**config.mk**
```make
export PLATFORM = sky130hd
export DESIGN_NAME = pin_function_mux
export DESIGN_NICKNAME = d
export VERILOG_FILES = /design/src/hdl/pin_mux_pkg.sv /design/src/hdl/pin_function_mux.sv /design/src/hdl/sync2.sv /design/src/hdl/pin_cell.sv
export SDC_FILE = /design/constraint.sdc
export NUM_CORES = 2
export LEC_CHECK = 0
export BUFFER_PORTS_ARGS = -buffer_cell sky130_fd_sc_hd__buf_4
export CAP_MARGIN = 20
export CORE_AREA = 8 8 540 542
export CTS_CLUSTER_DIAMETER = 30
export DETAILED_ROUTE_END_ITERATION = 8
export DIE_AREA = 0 0 548 550
export PLACE_DENSITY_LB_ADDON = 0.08
export SLEW_MARGIN = 20
export SYNTH_ARGS = -nofsm -noshare
export SYNTH_HDL_FRONTEND = slang
export SYNTH_SLANG_ARGS = --single-unit
export TNS_END_PERCENT = 100
```
**constraint.sdc**
```tcl
create_clock -name aclk -period 2.6 [get_ports aclk]
set_input_delay 0 -clock aclk [delete_from_list [all_inputs] [get_ports aclk]]
set_output_delay 0 -clock aclk [all_outputs]
set_load 0.03 [all_outputs]
```
**src/hdl/pin_mux_pkg.sv**
```systemverilog
// Purpose: shared constants of the pin function multiplexer
// Assumes: 32 pins, nine peripheral functions A..I, 32-bit register bus
// Notes: register offsets are byte addresses of aligned words
package pin_mux_pkg;
	localparam int NUM_PINS = 32;
	localparam int NUM_FUNC = 9;
	localparam int SEL_W = 4;
	localparam int ADDR_W = 8;
	localparam int DATA_W = 32;
	localparam int NUM_IRQ = 16;
	localparam int NUM_WAKE = 8;
	localparam int NUM_TIMERS = 3;
	localparam int TIMER_CC_NUM = 4;
	localparam int TIMER_WO_NUM = 8;
	localparam int SELECT_REGS = 16;
	localparam int EVEN_LSB = 0;
	localparam int ODD_LSB = 4;
	localparam int STATUS_DEBUG_BIT = 0;
	localparam int STATUS_USB_BIT = 1;

	localparam logic [3:0] FUNC_A = 4'h0;
	localparam logic [3:0] FUNC_B = 4'h1;
	localparam logic [3:0] FUNC_C = 4'h2;
	localparam logic [3:0] FUNC_D = 4'h3;
	localparam logic [3:0] FUNC_G = 4'h6;
	localparam logic [3:0] FUNC_H = 4'h7;

	localparam logic [7:0] OFF_MUX_ENABLE = 8'h00;
	localparam logic [7:0] OFF_GPIO_OUT = 8'h04;
	localparam logic [7:0] OFF_GPIO_DIR = 8'h08;
	localparam logic [7:0] OFF_GPIO_IN = 8'h0C;
	localparam logic [7:0] OFF_STATUS = 8'h10;
	localparam logic [7:0] OFF_ANALOG_DISTURB = 8'h14;
	localparam logic [7:0] OFF_SELECT_BASE = 8'h20;

	localparam logic [31:0] RST_MUX_ENABLE = 32'h0000_0000;
	localparam logic [31:0] RST_GPIO_OUT = 32'h0000_0000;
	localparam logic [31:0] RST_GPIO_DIR = 32'h0000_0000;
	localparam logic [7:0] RST_SELECT = 8'h00;

	localparam logic [1:0] RESP_OKAY = 2'h0;
	localparam logic [1:0] RESP_DECERR = 2'h3;
endpackage

```
**src/hdl/pin_function_mux.sv**
```systemverilog
// Purpose: per-pin function multiplexer with AXI4-Lite register access
// Assumes: single clock aclk, synchronous active-low reset, pads sampled through sync2
// Notes: pad outputs are registered, one cycle behind the register state
// Notes on behaviour
// after reset every pin belongs to general I/O; no peripheral drives it.
// each pin 0..31 has an enable bit; set means peripheral function connects.
// function choice sits in pair registers: even field and odd field.
// function B is analog; selecting it cuts digital input and output.
// an enabled analog peripheral disturbs other functions of its pin.
// oscillator pins bypass the mux; only oscillator controllers route them.
// only the debug clock pin uses the mux; debug data pin has none.
// debugger detection switches the debug data pin over without software.
// two-wire serial mode works only on a restricted set of pins.
// without USB the USB function selections give no function.
// a non-maskable interrupt pin input goes to the interrupt controller.
// eight external wake inputs go to the reset controller.
// generic clock pins are bidirectional: clock in or generator out.
// an active-low reset input pin goes to the power manager.
// a main supply good input goes to the supply controller.
// three control timers; several waveform outputs may share one channel.
// enable set: peripheral drives pin; clear: general I/O registers drive it.
module pin_function_mux #(
	parameter logic [31:0] OSC_PIN_MASK = 32'h0000_0000,
	parameter logic [31:0] I2C_PIN_MASK = 32'h000F_F000,
	parameter logic [31:0] USB_PIN_MASK = 32'h0380_0000,
	parameter bit USB_PRESENT = 1'b1,
	parameter int NMI_PIN = 8
) (
	input wire logic aclk,
	input wire logic aresetn,
	input wire logic [pin_mux_pkg::ADDR_W-1:0] awaddr,
	input wire logic [2:0] awprot,
	input wire logic awvalid,
	output logic awready,
	input wire logic [31:0] wdata,
	input wire logic [3:0] wstrb,
	input wire logic wvalid,
	output logic wready,
	output logic [1:0] bresp,
	output logic bvalid,
	input wire logic bready,
	input wire logic [pin_mux_pkg::ADDR_W-1:0] araddr,
	input wire logic [2:0] arprot,
	input wire logic arvalid,
	output logic arready,
	output logic [31:0] rdata,
	output logic [1:0] rresp,
	output logic rvalid,
	input wire logic rready,
	input wire logic [31:0] pad_in,
	output logic [31:0] pad_out,
	output logic [31:0] pad_oe,
	output logic [31:0] pad_ie,
	output logic [31:0] analog_connect,
	input wire logic [31:0] analog_busy,
	output logic [31:0] analog_disturb,
	input wire logic [pin_mux_pkg::NUM_FUNC*32-1:0] periph_out,
	input wire logic [pin_mux_pkg::NUM_FUNC*32-1:0] periph_oe,
	output logic [pin_mux_pkg::NUM_FUNC*32-1:0] periph_in,
	input wire logic [31:0] i2c_mode,
	input wire logic [31:0] osc_own,
	input wire logic [31:0] osc_pad_out,
	input wire logic [31:0] osc_pad_oe,
	input wire logic swdio_pad_in,
	output logic swdio_pad_out,
	output logic swdio_pad_oe,
	input wire logic debugger_detect,
	input wire logic dbg_swdio_out,
	input wire logic dbg_swdio_oe,
	output logic dbg_swdio_in,
	output logic [pin_mux_pkg::NUM_IRQ-1:0] ext_irq_line,
	output logic nmi_irq,
	output logic [pin_mux_pkg::NUM_WAKE-1:0] ext_wake_in,
	input wire logic reset_pad_n,
	output logic reset_in_n,
	input wire logic supply_good_pad,
	output logic main_supply_good,
	input wire logic [pin_mux_pkg::NUM_TIMERS*pin_mux_pkg::TIMER_CC_NUM-1:0] timer_cc_event,
	output logic [pin_mux_pkg::NUM_TIMERS*pin_mux_pkg::TIMER_WO_NUM-1:0] waveform_out
);
	localparam int NF = pin_mux_pkg::NUM_FUNC;
	localparam int NP = pin_mux_pkg::NUM_PINS;

	function automatic logic [31:0] merge(input logic [31:0] old_v, input logic [31:0] new_v,
		input logic [3:0] strb);
		logic [31:0] r;
		r = old_v;
		for (int b = 0; b < 4; b++) begin
			if (strb[b]) begin
				r[b*8 +: 8] = new_v[b*8 +: 8];
			end
		end
		return r;
	endfunction

	// pair registers start at the select base, one word per pin pair
	function automatic logic sel_hit(input logic [7:0] a);
		return a >= pin_mux_pkg::OFF_SELECT_BASE &&
			a < pin_mux_pkg::OFF_SELECT_BASE + 8'(4 * pin_mux_pkg::SELECT_REGS);
	endfunction

	function automatic logic [3:0] sel_index(input logic [7:0] a);
		logic [7:0] d;
		d = a - pin_mux_pkg::OFF_SELECT_BASE;
		return d[5:2];
	endfunction

	// register state
	logic [31:0] mux_enable_ff;
	logic [31:0] gpio_out_ff;
	logic [31:0] gpio_dir_ff;
	logic [7:0] select_ff [pin_mux_pkg::SELECT_REGS];
	logic debug_attached_ff;

	// bus state
	logic aw_got_ff;
	logic w_got_ff;
	logic [pin_mux_pkg::ADDR_W-1:0] aw_addr_ff;
	logic [31:0] wdata_ff;
	logic [3:0] wstrb_ff;
	logic bvalid_ff;
	logic [1:0] bresp_ff;
	logic rvalid_ff;
	logic [31:0] rdata_ff;
	logic [1:0] rresp_ff;

	// pad and output state
	logic [31:0] pad_out_ff;
	logic [31:0] pad_oe_ff;
	logic [31:0] pad_ie_ff;
	logic [31:0] analog_ff;
	logic [31:0] disturb_ff;
	logic [NF*32-1:0] periph_in_ff;
	logic [pin_mux_pkg::NUM_IRQ-1:0] irq_ff;
	logic nmi_ff;
	logic [pin_mux_pkg::NUM_WAKE-1:0] wake_ff;
	logic swdio_out_ff;
	logic swdio_oe_ff;
	logic swdio_in_ff;
	logic [pin_mux_pkg::NUM_TIMERS*pin_mux_pkg::TIMER_WO_NUM-1:0] wo_ff;

	logic [35:0] sync_bus;
	wire [31:0] pad_sync = sync_bus[31:0];
	wire swdio_sync = sync_bus[32];
	wire detect_sync = sync_bus[33];

	sync2 #(.WIDTH(36)) u_sync (
		.aclk(aclk),
		.aresetn(aresetn),
		.async_in({supply_good_pad, reset_pad_n, debugger_detect, swdio_pad_in, pad_in}),
		.sync_out(sync_bus)
	);

	// reset pin and supply good pass straight from the synchroniser
	assign reset_in_n = sync_bus[34];
	assign main_supply_good = sync_bus[35];

	// per-pin routing
	logic [31:0] c_out;
	logic [31:0] c_oe;
	logic [31:0] c_ie;
	logic [31:0] c_analog;
	logic [NF*32-1:0] c_fin;

	genvar i;
	genvar f;
	generate
		for (i = 0; i < NP; i++) begin : g_pin
			logic [NF-1:0] pout;
			logic [NF-1:0] poe;
			logic [NF-1:0] fin;
			wire [7:0] pair = select_ff[i/2];
			// even pin takes the low field, odd pin the high field
			wire [3:0] sel = (i % 2 == 0) ? pair[pin_mux_pkg::EVEN_LSB +: 4] :
				pair[pin_mux_pkg::ODD_LSB +: 4];
			for (f = 0; f < NF; f++) begin : g_f
				assign pout[f] = periph_out[f*32 + i];
				assign poe[f] = periph_oe[f*32 + i];
				assign c_fin[f*32 + i] = fin[f];
			end
			pin_cell #(
				.OSC_PIN(OSC_PIN_MASK[i]),
				.I2C_OK(I2C_PIN_MASK[i]),
				.USB_PIN(USB_PIN_MASK[i]),
				.USB_PRESENT(USB_PRESENT)
			) u_cell (
				.mux_enable(mux_enable_ff[i]),
				.select(sel),
				.gpio_out(gpio_out_ff[i]),
				.gpio_oe(gpio_dir_ff[i]),
				.periph_out(pout),
				.periph_oe(poe),
				.i2c_mode(i2c_mode[i]),
				.osc_own(osc_own[i]),
				.osc_out(osc_pad_out[i]),
				.osc_oe(osc_pad_oe[i]),
				.pad_in(pad_sync[i]),
				.pad_out(c_out[i]),
				.pad_oe(c_oe[i]),
				.pad_ie(c_ie[i]),
				.analog_on(c_analog[i]),
				.func_in(fin)
			);
		end
		for (i = 0; i < pin_mux_pkg::NUM_TIMERS * pin_mux_pkg::TIMER_WO_NUM; i++) begin : g_wo
			// outputs beyond the channel count reuse a channel's compare
			localparam int T = i / pin_mux_pkg::TIMER_WO_NUM;
			localparam int K = (i % pin_mux_pkg::TIMER_WO_NUM) % pin_mux_pkg::TIMER_CC_NUM;
			always_ff @(posedge aclk) begin
				if (!aresetn) begin
					wo_ff[i] <= 1'b0;
				end else begin
					wo_ff[i] <= timer_cc_event[T*pin_mux_pkg::TIMER_CC_NUM + K];
				end
			end
		end
	endgenerate

	// function A inputs feed the interrupt and wake lines
	logic [pin_mux_pkg::NUM_IRQ-1:0] nxt_irq;
	logic nxt_nmi;
	logic [pin_mux_pkg::NUM_WAKE-1:0] nxt_wake;
	always_comb begin
		nxt_irq = '0;
		nxt_nmi = 1'b0;
		nxt_wake = '0;
		for (int p = 0; p < NP; p++) begin
			if (p == NMI_PIN) begin
				nxt_nmi = nxt_nmi | c_fin[p];
			end else begin
				nxt_irq[p % pin_mux_pkg::NUM_IRQ] = nxt_irq[p % pin_mux_pkg::NUM_IRQ] | c_fin[p];
			end
			if (p < pin_mux_pkg::NUM_WAKE) begin
				nxt_wake[p] = c_fin[p];
			end
		end
	end

	always_ff @(posedge aclk) begin
		if (!aresetn) begin
			pad_out_ff <= '0;
			pad_oe_ff <= '0;
			pad_ie_ff <= '0;
			analog_ff <= '0;
			disturb_ff <= '0;
			periph_in_ff <= '0;
			irq_ff <= '0;
			nmi_ff <= 1'b0;
			wake_ff <= '0;
		end else begin
			pad_out_ff <= c_out;
			pad_oe_ff <= c_oe;
			pad_ie_ff <= c_ie;
			analog_ff <= c_analog;
			// busy analog output spoils whatever digital function shares the pin
			disturb_ff <= analog_busy & ~c_analog;
			periph_in_ff <= c_fin;
			irq_ff <= nxt_irq;
			nmi_ff <= nxt_nmi;
			wake_ff <= nxt_wake;
		end
	end

	// debug data pin is outside the mux; the debug clock pin is an ordinary pin
	always_ff @(posedge aclk) begin
		if (!aresetn) begin
			debug_attached_ff <= 1'b0;
			swdio_out_ff <= 1'b0;
			swdio_oe_ff <= 1'b0;
			swdio_in_ff <= 1'b0;
		end else begin
			debug_attached_ff <= debug_attached_ff | detect_sync;
			swdio_out_ff <= debug_attached_ff & dbg_swdio_out;
			swdio_oe_ff <= debug_attached_ff & dbg_swdio_oe;
			swdio_in_ff <= debug_attached_ff & swdio_sync;
		end
	end

	// AXI4-Lite write path
	assign awready = !aw_got_ff && !bvalid_ff;
	assign wready = !w_got_ff && !bvalid_ff;
	wire aw_take = awvalid && awready;
	wire w_take = wvalid && wready;
	wire do_write = aw_got_ff && w_got_ff;
	wire [5:0] wr_word = aw_addr_ff[7:2];
	wire wr_sel = sel_hit(aw_addr_ff);
	wire wr_en = wr_word == pin_mux_pkg::OFF_MUX_ENABLE[7:2];
	wire wr_out = wr_word == pin_mux_pkg::OFF_GPIO_OUT[7:2];
	wire wr_dir = wr_word == pin_mux_pkg::OFF_GPIO_DIR[7:2];
	wire wr_ro = wr_word == pin_mux_pkg::OFF_GPIO_IN[7:2] ||
		wr_word == pin_mux_pkg::OFF_STATUS[7:2] || wr_word == pin_mux_pkg::OFF_ANALOG_DISTURB[7:2];
	wire wr_ok = wr_sel || wr_en || wr_out || wr_dir || wr_ro;

	always_ff @(posedge aclk) begin
		if (!aresetn) begin
			aw_got_ff <= 1'b0;
			w_got_ff <= 1'b0;
			aw_addr_ff <= '0;
			wdata_ff <= '0;
			wstrb_ff <= '0;
			bvalid_ff <= 1'b0;
			bresp_ff <= pin_mux_pkg::RESP_OKAY;
		end else begin
			if (aw_take) begin
				aw_got_ff <= 1'b1;
				aw_addr_ff <= awaddr;
			end
			if (w_take) begin
				w_got_ff <= 1'b1;
				wdata_ff <= wdata;
				wstrb_ff <= wstrb;
			end
			if (do_write) begin
				aw_got_ff <= 1'b0;
				w_got_ff <= 1'b0;
				bvalid_ff <= 1'b1;
				bresp_ff <= wr_ok ? pin_mux_pkg::RESP_OKAY : pin_mux_pkg::RESP_DECERR;
			end else if (bvalid_ff && bready) begin
				bvalid_ff <= 1'b0;
			end
		end
	end

	always_ff @(posedge aclk) begin
		if (!aresetn) begin
			mux_enable_ff <= pin_mux_pkg::RST_MUX_ENABLE;
			gpio_out_ff <= pin_mux_pkg::RST_GPIO_OUT;
			gpio_dir_ff <= pin_mux_pkg::RST_GPIO_DIR;
			for (int s = 0; s < pin_mux_pkg::SELECT_REGS; s++) begin
				select_ff[s] <= pin_mux_pkg::RST_SELECT;
			end
		end else if (do_write) begin
			if (wr_en) begin
				mux_enable_ff <= merge(mux_enable_ff, wdata_ff, wstrb_ff);
			end
			if (wr_out) begin
				gpio_out_ff <= merge(gpio_out_ff, wdata_ff, wstrb_ff);
			end
			if (wr_dir) begin
				gpio_dir_ff <= merge(gpio_dir_ff, wdata_ff, wstrb_ff);
			end
			// only the low byte lane carries the pair fields
			if (wr_sel && wstrb_ff[0]) begin
				select_ff[sel_index(aw_addr_ff)] <= wdata_ff[7:0];
			end
		end
	end

	// AXI4-Lite read path
	assign arready = !rvalid_ff;
	wire ar_take = arvalid && arready;
	logic [31:0] rd_word;
	logic rd_ok;
	always_comb begin
		rd_word = 32'h0000_0000;
		rd_ok = 1'b1;
		if (sel_hit(araddr)) begin
			rd_word = {24'h00_0000, select_ff[sel_index(araddr)]};
		end else begin
			case (araddr[7:2])
				pin_mux_pkg::OFF_MUX_ENABLE[7:2]: rd_word = mux_enable_ff;
				pin_mux_pkg::OFF_GPIO_OUT[7:2]: rd_word = gpio_out_ff;
				pin_mux_pkg::OFF_GPIO_DIR[7:2]: rd_word = gpio_dir_ff;
				pin_mux_pkg::OFF_GPIO_IN[7:2]: rd_word = pad_sync & pad_ie_ff;
				pin_mux_pkg::OFF_STATUS[7:2]: begin
					rd_word[pin_mux_pkg::STATUS_DEBUG_BIT] = debug_attached_ff;
					rd_word[pin_mux_pkg::STATUS_USB_BIT] = USB_PRESENT;
				end
				pin_mux_pkg::OFF_ANALOG_DISTURB[7:2]: rd_word = disturb_ff;
				default: rd_ok = 1'b0;
			endcase
		end
	end

	always_ff @(posedge aclk) begin
		if (!aresetn) begin
			rvalid_ff <= 1'b0;
			rdata_ff <= '0;
			rresp_ff <= pin_mux_pkg::RESP_OKAY;
		end else if (ar_take) begin
			rvalid_ff <= 1'b1;
			rdata_ff <= rd_word;
			rresp_ff <= rd_ok ? pin_mux_pkg::RESP_OKAY : pin_mux_pkg::RESP_DECERR;
		end else if (rvalid_ff && rready) begin
			rvalid_ff <= 1'b0;
		end
	end

	assign bvalid = bvalid_ff;
	assign bresp = bresp_ff;
	assign rvalid = rvalid_ff;
	assign rdata = rdata_ff;
	assign rresp = rresp_ff;
	assign pad_out = pad_out_ff;
	assign pad_oe = pad_oe_ff;
	assign pad_ie = pad_ie_ff;
	assign analog_connect = analog_ff;
	assign analog_disturb = disturb_ff;
	assign periph_in = periph_in_ff;
	assign ext_irq_line = irq_ff;
	assign nmi_irq = nmi_ff;
	assign ext_wake_in = wake_ff;
	assign swdio_pad_out = swdio_out_ff;
	assign swdio_pad_oe = swdio_oe_ff;
	assign dbg_swdio_in = swdio_in_ff;
	assign waveform_out = wo_ff;
endmodule

```
**src/hdl/sync2.sv**
```systemverilog
// Purpose: two-flop synchroniser for a vector of pin levels
// Assumes: each bit is an independent level, not a bus word
// Notes: first stage feeds only the second stage
module sync2 #(
	parameter int WIDTH = 1
) (
	input wire logic aclk,
	input wire logic aresetn,
	input wire logic [WIDTH-1:0] async_in,
	output logic [WIDTH-1:0] sync_out
);
	logic [WIDTH-1:0] stage1_ff;
	logic [WIDTH-1:0] stage2_ff;

	always_ff @(posedge aclk) begin
		if (!aresetn) begin
			stage1_ff <= '0;
			stage2_ff <= '0;
		end else begin
			stage1_ff <= async_in;
			stage2_ff <= stage1_ff;
		end
	end

	assign sync_out = stage2_ff;
endmodule

```
**src/hdl/pin_cell.sv**
```systemverilog
// Purpose: routing of one pin between general I/O and its peripheral functions
// Assumes: pad_in already synchronised; purely combinational
// Notes: parameters describe what this pin offers
module pin_cell #(
	parameter bit OSC_PIN = 1'b0,
	parameter bit I2C_OK = 1'b0,
	parameter bit USB_PIN = 1'b0,
	parameter bit USB_PRESENT = 1'b1
) (
	input wire logic mux_enable,
	input wire logic [pin_mux_pkg::SEL_W-1:0] select,
	input wire logic gpio_out,
	input wire logic gpio_oe,
	input wire logic [pin_mux_pkg::NUM_FUNC-1:0] periph_out,
	input wire logic [pin_mux_pkg::NUM_FUNC-1:0] periph_oe,
	input wire logic i2c_mode,
	input wire logic osc_own,
	input wire logic osc_out,
	input wire logic osc_oe,
	input wire logic pad_in,
	output logic pad_out,
	output logic pad_oe,
	output logic pad_ie,
	output logic analog_on,
	output logic [pin_mux_pkg::NUM_FUNC-1:0] func_in
);
	wire osc_take = OSC_PIN && osc_own;
	wire sel_valid = select < pin_mux_pkg::SEL_W'(pin_mux_pkg::NUM_FUNC);
	// oscillator pins never enter the function mux
	wire mux_on = mux_enable && sel_valid && !OSC_PIN;
	wire is_analog = mux_on && (select == pin_mux_pkg::FUNC_B);
	wire is_serial = mux_on && (select == pin_mux_pkg::FUNC_C || select == pin_mux_pkg::FUNC_D);
	wire two_wire = is_serial && i2c_mode;
	wire usb_gone = USB_PIN && !USB_PRESENT && (select == pin_mux_pkg::FUNC_G);
	wire func_blocked = is_analog || usb_gone || (two_wire && !I2C_OK);
	wire p_out = sel_valid ? periph_out[select] : 1'b0;
	wire p_oe = sel_valid ? periph_oe[select] : 1'b0;
	// two-wire mode only ever pulls low, so the pad is open drain
	wire p_oe_eff = two_wire ? (p_oe && !p_out) : p_oe;
	wire p_out_eff = two_wire ? 1'b0 : p_out;

	// an owning oscillator comes first; a peripheral owns the pin only while its enable is set, else general I/O
	assign pad_out = osc_take ? osc_out : (mux_on ? p_out_eff : gpio_out);
	assign pad_oe = osc_take ? osc_oe : (mux_on ? (p_oe_eff && !func_blocked) : gpio_oe);
	assign pad_ie = !is_analog && !osc_take;
	assign analog_on = is_analog;

	genvar f;
	generate
		for (f = 0; f < pin_mux_pkg::NUM_FUNC; f++) begin : g_fin
			// function H is the bidirectional clock pin: input side here, output above
			assign func_in[f] = mux_on && (select == sel_cast(f)) && !func_blocked && pad_in;
		end
	endgenerate

	function automatic logic [pin_mux_pkg::SEL_W-1:0] sel_cast(input int v);
		return v[pin_mux_pkg::SEL_W-1:0];
	endfunction
endmodule

```
After elaboration in Yosys (flattened, before gate mapping)
Memories as Yosys holds them, arrays and structs flattened.
Cells that the tools add are included.
{"block": "op_classes", "n_bitwise": 23, "order_cmp": 68, "n_div": 0, "n_eq_ne": 266, "shift": 0, "muxes": 339, "reduce_logical": 1224, "addsub": 2, "multipliers": 0}
{"cell": "logical AND 1 bit", "n": 1019}
{"cell": "== test 4 x 3 -> 1 bit, second input constant", "n": 128}
{"cell": "2-to-1 mux 1 bit", "n": 268}
{"cell": "binary-select mux 1 bit (select 4 bit)", "n": 64}
{"cell": "== test 4 x 2 -> 1 bit, second input constant", "n": 64}
{"cell": "less-than comparator 4 x 5 -> 1 bit, second input constant", "n": 32}
{"cell": "case mux 30 bit (5 select lines)", "n": 1}
{"cell": "== test 4 x 1 -> 1 bit, second input constant", "n": 32}
{"cell": "== test 4 bit, second input constant", "n": 32}
{"cell": "zero test 4 bit", "n": 32}
{"cell": "less-than comparator 4 bit, second input constant", "n": 32}
{"cell": "zero test 1 bit", "n": 92}
{"cell": "AND 32 bit", "n": 2}
{"cell": "logical OR 1 bit", "n": 62}
{"cell": "AND reduction 3 bit", "n": 12}
{"cell": "2-to-1 mux 32 bit", "n": 1}
{"cell": "NOT 32 bit", "n": 1}
{"cell": "== test 6 x 2 -> 1 bit, second input constant", "n": 4}
{"cell": "== test 6 x 3 -> 1 bit, second input constant", "n": 4}
{"cell": ">= comparator 8 x 6 -> 1 bit, second input constant", "n": 2}
{"cell": "less-than comparator 8 x 7 -> 1 bit, second input constant", "n": 2}
{"cell": "bitwise OR 1 bit", "n": 16}
{"cell": "== test 6 x 1 -> 1 bit, second input constant", "n": 2}
{"cell": "zero test 6 bit", "n": 2}
{"cell": "11 further kinds", "n": 16}
{"block": "word_totals", "mem_bits_rw": 128, "word_cells": 1972, "latchBits": 0, "out_inout_bits": 543, "inputBits": 851, "n_memories": 1, "mem_bits_ro": 0, "ff_bits": 733}
{"memory": "select_ff", "words": 16, "word_bits": 8, "rd": 17, "rd_clocked_by_memory_dff": 0, "wr": 16, "line": "pin_function_mux.sv:112", "source": "logic [7:0] select_ff [pin_mux_pkg::SELECT_REGS];"}

Depth between registers and ports, before layout
An unclocked memory read counts as a cell.
{"block": "depth", "ltp_word": 10, "ltp_mapped": 8, "ltp_nobuf": 5}

By module
Synthesis repeated with hierarchy kept, for this count alone.
{"block": "hier_totals", "cells_unflattened": 3980, "hier_area_um2": 39379.0}
{"module": "pin_function_mux", "n_inst": 1, "cells_per_inst": 2301, "area_per_inst_um2": 26401.6, "seq_area_each_um2": 16956.3}
{"module": "pin_cell at g_pin[0].u_cell ...", "n_inst": 24, "cells_per_inst": 46, "area_per_inst_um2": 337.8, "seq_area_each_um2": 0.0}
{"module": "pin_cell at g_pin[12].u_cell ...", "n_inst": 8, "cells_per_inst": 53, "area_per_inst_um2": 356.6, "seq_area_each_um2": 0.0}
{"module": "sync2", "n_inst": 1, "cells_per_inst": 151, "area_per_inst_um2": 2016.9, "seq_area_each_um2": 1441.4}

Worst setup path before layout
No wires, ideal clock.
{"block": "synth_timing", "kind": "flip-flop to flip-flop", "start": "reg aw_got_ff", "end": "mem select_ff[13][0] (enable)", "path_buffers": 2, "path_stages_with_launch": 7, "setup_ns": 0.384, "arrival_time_ns": 1.799, "setup_slack_ns": 0.417, "required_ns": 2.216, "synth_period_minus_slack_ns": 2.183, "cell_sequence": "dfxtp_1 -> and3_1 -> buf_2 -> nand2_1 -> or2_2 -> clkbuf_1 -> o21ai_0"}
{"item": "from (decl)", "line": "pin_function_mux.sv:116", "source": "logic aw_got_ff;"}
{"item": "from (signal assigned)", "line": "pin_function_mux.sv:296", "source": "aw_got_ff <= 1'b0;"}
{"item": "from (signal assigned)", "line": "pin_function_mux.sv:305", "source": "aw_got_ff <= 1'b1;"}
{"item": "from (signal assigned)", "line": "pin_function_mux.sv:314", "source": "aw_got_ff <= 1'b0;"}
{"item": "to (decl)", "line": "pin_function_mux.sv:112"}

==> qor.csv <==
metric,value,unit
muxShareOfSynthArea,12.7,%
dr.first_iter.drc_count,1677,
end_kind,flop,
clk_path_buf_depth,4,
grt_max_degree,51,
hold_class,in -> reg,
worstSetupStartpointType,flop,
cts_tree,done,
syn-mean-instance-area,10.0,µm²
drc,0,
period_needed,2.48,ns
final_nets,6660,
synthSimpleGateAreaFrac,22.2,%
p_per_area,817,nW/µm²
hold_viol_final,0,
postSynth.asyncResetShare,0,%
finalSetupViolations,0,
worst-setup-path-type,reg -> reg,
synth_area,35400,µm²
crit_required,3.33,ns
clkLatencyLatePin,0.86,ns
synth-seq-cells,847,
slew_viol_final,0,
ctsHtreeMaxLevel,5,
clk_pin_slew,0.04,ns
clock.fmax,0.403,GHz
synth_top_family_by_area,simple AND/OR/NAND/NOR gates,
die_h,550,µm
arrival,3.21,ns
synthFlopType,dfxtp_1,
gr-usage-all-layers,16.7,%
synth_xor_area_share,0.0248,%
ant_nets,0,
placed_cells,8558,
synthAdderAreaFrac,0,%
synth_cell_types,62,
ios,1394,
p_leak,28.6,nW
ys_warn_count,0,
power,0.0559,W
status,"finished, final reports clean",
route.vias.total,37502,
dieWidth,548,µm
max_slew_margin,23.3,%
synth_compound_area_share,9.37,%
crit_chain,mux4_2 > dlygate4sd3_1 > a211oi_1 > o31ai_1,
dr.pass1.iters,6,
pre_cts_ws,0.0632,ns
postLayoutSetupSlackWorst,0.121,ns
synth_edf_count,128,
worst_slew_pin_slew,1.15,ns
wire_per_inst,26.6,µm
cts-root-buf,clkbuf_16,
seq_area_frac_synth,51.6,%
core,283000,µm²
port_buffers,1272,
die-area,301000,µm²
vdd_drop_max,0.000430,V
hpwlAfterDp,212000,µm
cts_buffers,336,
drive_gt1_share,36.7,%
worst-path-max-fanout,7,
syn_to_final_growth,93.4,%
fin_cells,9895,
antenna_found_initial,91,
rsz0062_at_grt,no,
grt_pass1_vias,40555,
maxCapViolations,0,
setup_tns,0,ns
skew,0.0340,ns
viasPerCell,3.79,
rows,196,
grt_overflow,0,
crit_slowest_cell,edfxtp_1,
grt_pass1_wl,350000,µm
clock-sinks,847,
fin_crit_sh,95.3,%
critPathBufInv,1,
start_util,12.5,%
crit_family,flip-flops,
wirelength,263000,µm
routabilityCongestion,0.864,
max_stage_delay,0.75,ns
synthCells,3526,
cell families after synthesis:
kind of cell    after synthesis
mux                         291
simple gates               1531
compound gates              510
other cells                   1
buf+inv                     345
xor+xnor                      1
flops                       847
timing repair:
action,CTS,global route
resized for setup,0,3
endpoints found under the hold margin,551,0
hold buffers,656,0
setup endpoints to repair,0,16
setup buffers,0,18
synth_stat cells (95+ instances only):
| cell type | instances | area [µm²] |
|---|---|---|
| nor2b_1 | 95 | 594 |
| and2_1 | 257 | 1610 |
| mux4_2 | 125 | 2820 |
| nand2_1 | 334 | 1250 |
| dfxtp_1 | 719 | 14400 |
| a21oi_1 | 142 | 711 |
| nor3_1 | 132 | 661 |
| nand3_1 | 157 | 786 |
| edfxtp_1 | 128 | 3840 |
| mux2i_1 | 149 | 1490 |
| nor2_1 | 290 | 1090 |
| clkbuf_1 | 205 | 769 |
| o21ai_0 | 101 | 505 |
worst register-to-register path, delay by kind of cell, from the launching register on:
kind	cells	cell delay (ns)
compound gates	2	0.36
buf+inv	1	0.62
flops	1	0.75
mux	1	0.63
metrics by stage:
stage | utilization (%) | instance area, µm² | hold slack, ns
after floorplan | - | 35500 | 0.0767
after global placement | 17.9 | 50600 | 0.191
after detailed placement | 17.9 | 50600 | 0.191
after CTS | 24.0 | 68100 | 0.000177
after global routing | 24.1 | 68300 | 0.0383
final | 24.2 | 68400 | 0.0614
area by class of cell:
type	count	area [µm²]
repair buffers	2201	18400
well taps	3762	4710
flip-flops and latches	847	18200
multi-input cells	2366	15900
diodes	51	128
fillers	30820	215000
clock inverters	91	876
clock buffers	520	9970
inverters	57	221
flip-flops by register name (all words and copies together) (netlist names), 4 cells and up:
signal and flops:
wdata_ff 32, wstrb_ff 4, mux_enable_ff 32, gpio_out_ff 32, analog_connect 32, rdata 32, waveform_out 12, pad_ie 32
analog_disturb 32, select_ff 128, u_sync.stage1_ff 36, ext_irq_line 15, gpio_dir_ff 32, periph_in 280, pad_out 32, pad_oe 32
u_sync.sync_out 36, aw_addr_ff 6
routing by layer:
| layer | wire length, µm | global-route usage (%) |
|---|---|---|
| met5 | 160 | 0 |
| met4 | 5760 | 3.70 |
| met3 | 20200 | 5.47 |
| met2 | 129000 | 29.3 |
| met1 | 108000 | 19.7 |
report_power, final:
group          internal, W  switching [W]
Combinational      0.00230        0.00214
Sequential          0.0136       0.000454
Clock               0.0263         0.0110
final timing paths:
check	to	depth (start not counted)	slack, ns	startpoint
setup reg to reg	pad_oe[22]$_SDFF_PN0_	4	0.12	select_ff[11][0]$_SDFFCE_PN0P_
hold reg to reg	u_sync.sync_out[14]$_SDFF_PN0_	1	0.43	u_sync.stage1_ff[14]$_SDFF_PN0_
setup / recovery	pad_oe[22]$_SDFF_PN0_	4	0.12	select_ff[11][0]$_SDFFCE_PN0P_
hold / removal	pad_oe[12]$_SDFF_PN0_	6	0.06	periph_oe[76]
placed cells by master, fill, tap and decap left out, types with 25 or more instances in the layout:
master and instances:
and2_1 256, conb_1 32, mux4_2 125, a21oi_1 142, a211oi_1 35, mux2i_1 149
nand2_1 333, clkbuf_1 99, o21ai_0 101, and3_1 36, inv_1 56, nor2_1 285
dlygate4sd3_1 656, nand2b_1 63, nor2b_1 94, clkinv_1 28, a221oi_1 27, a22oi_1 28
clkbuf_8 83, nor4_1 28, clkinv_2 35, clkbuf_16 338, dfxtp_1 711, diode_2 51
nor3_1 131, a31oi_1 25, nand3_1 157, buf_4 1525, edfxtp_1 128, o22ai_1 31
No activity file was read; power rests on OpenSTA's default activity.
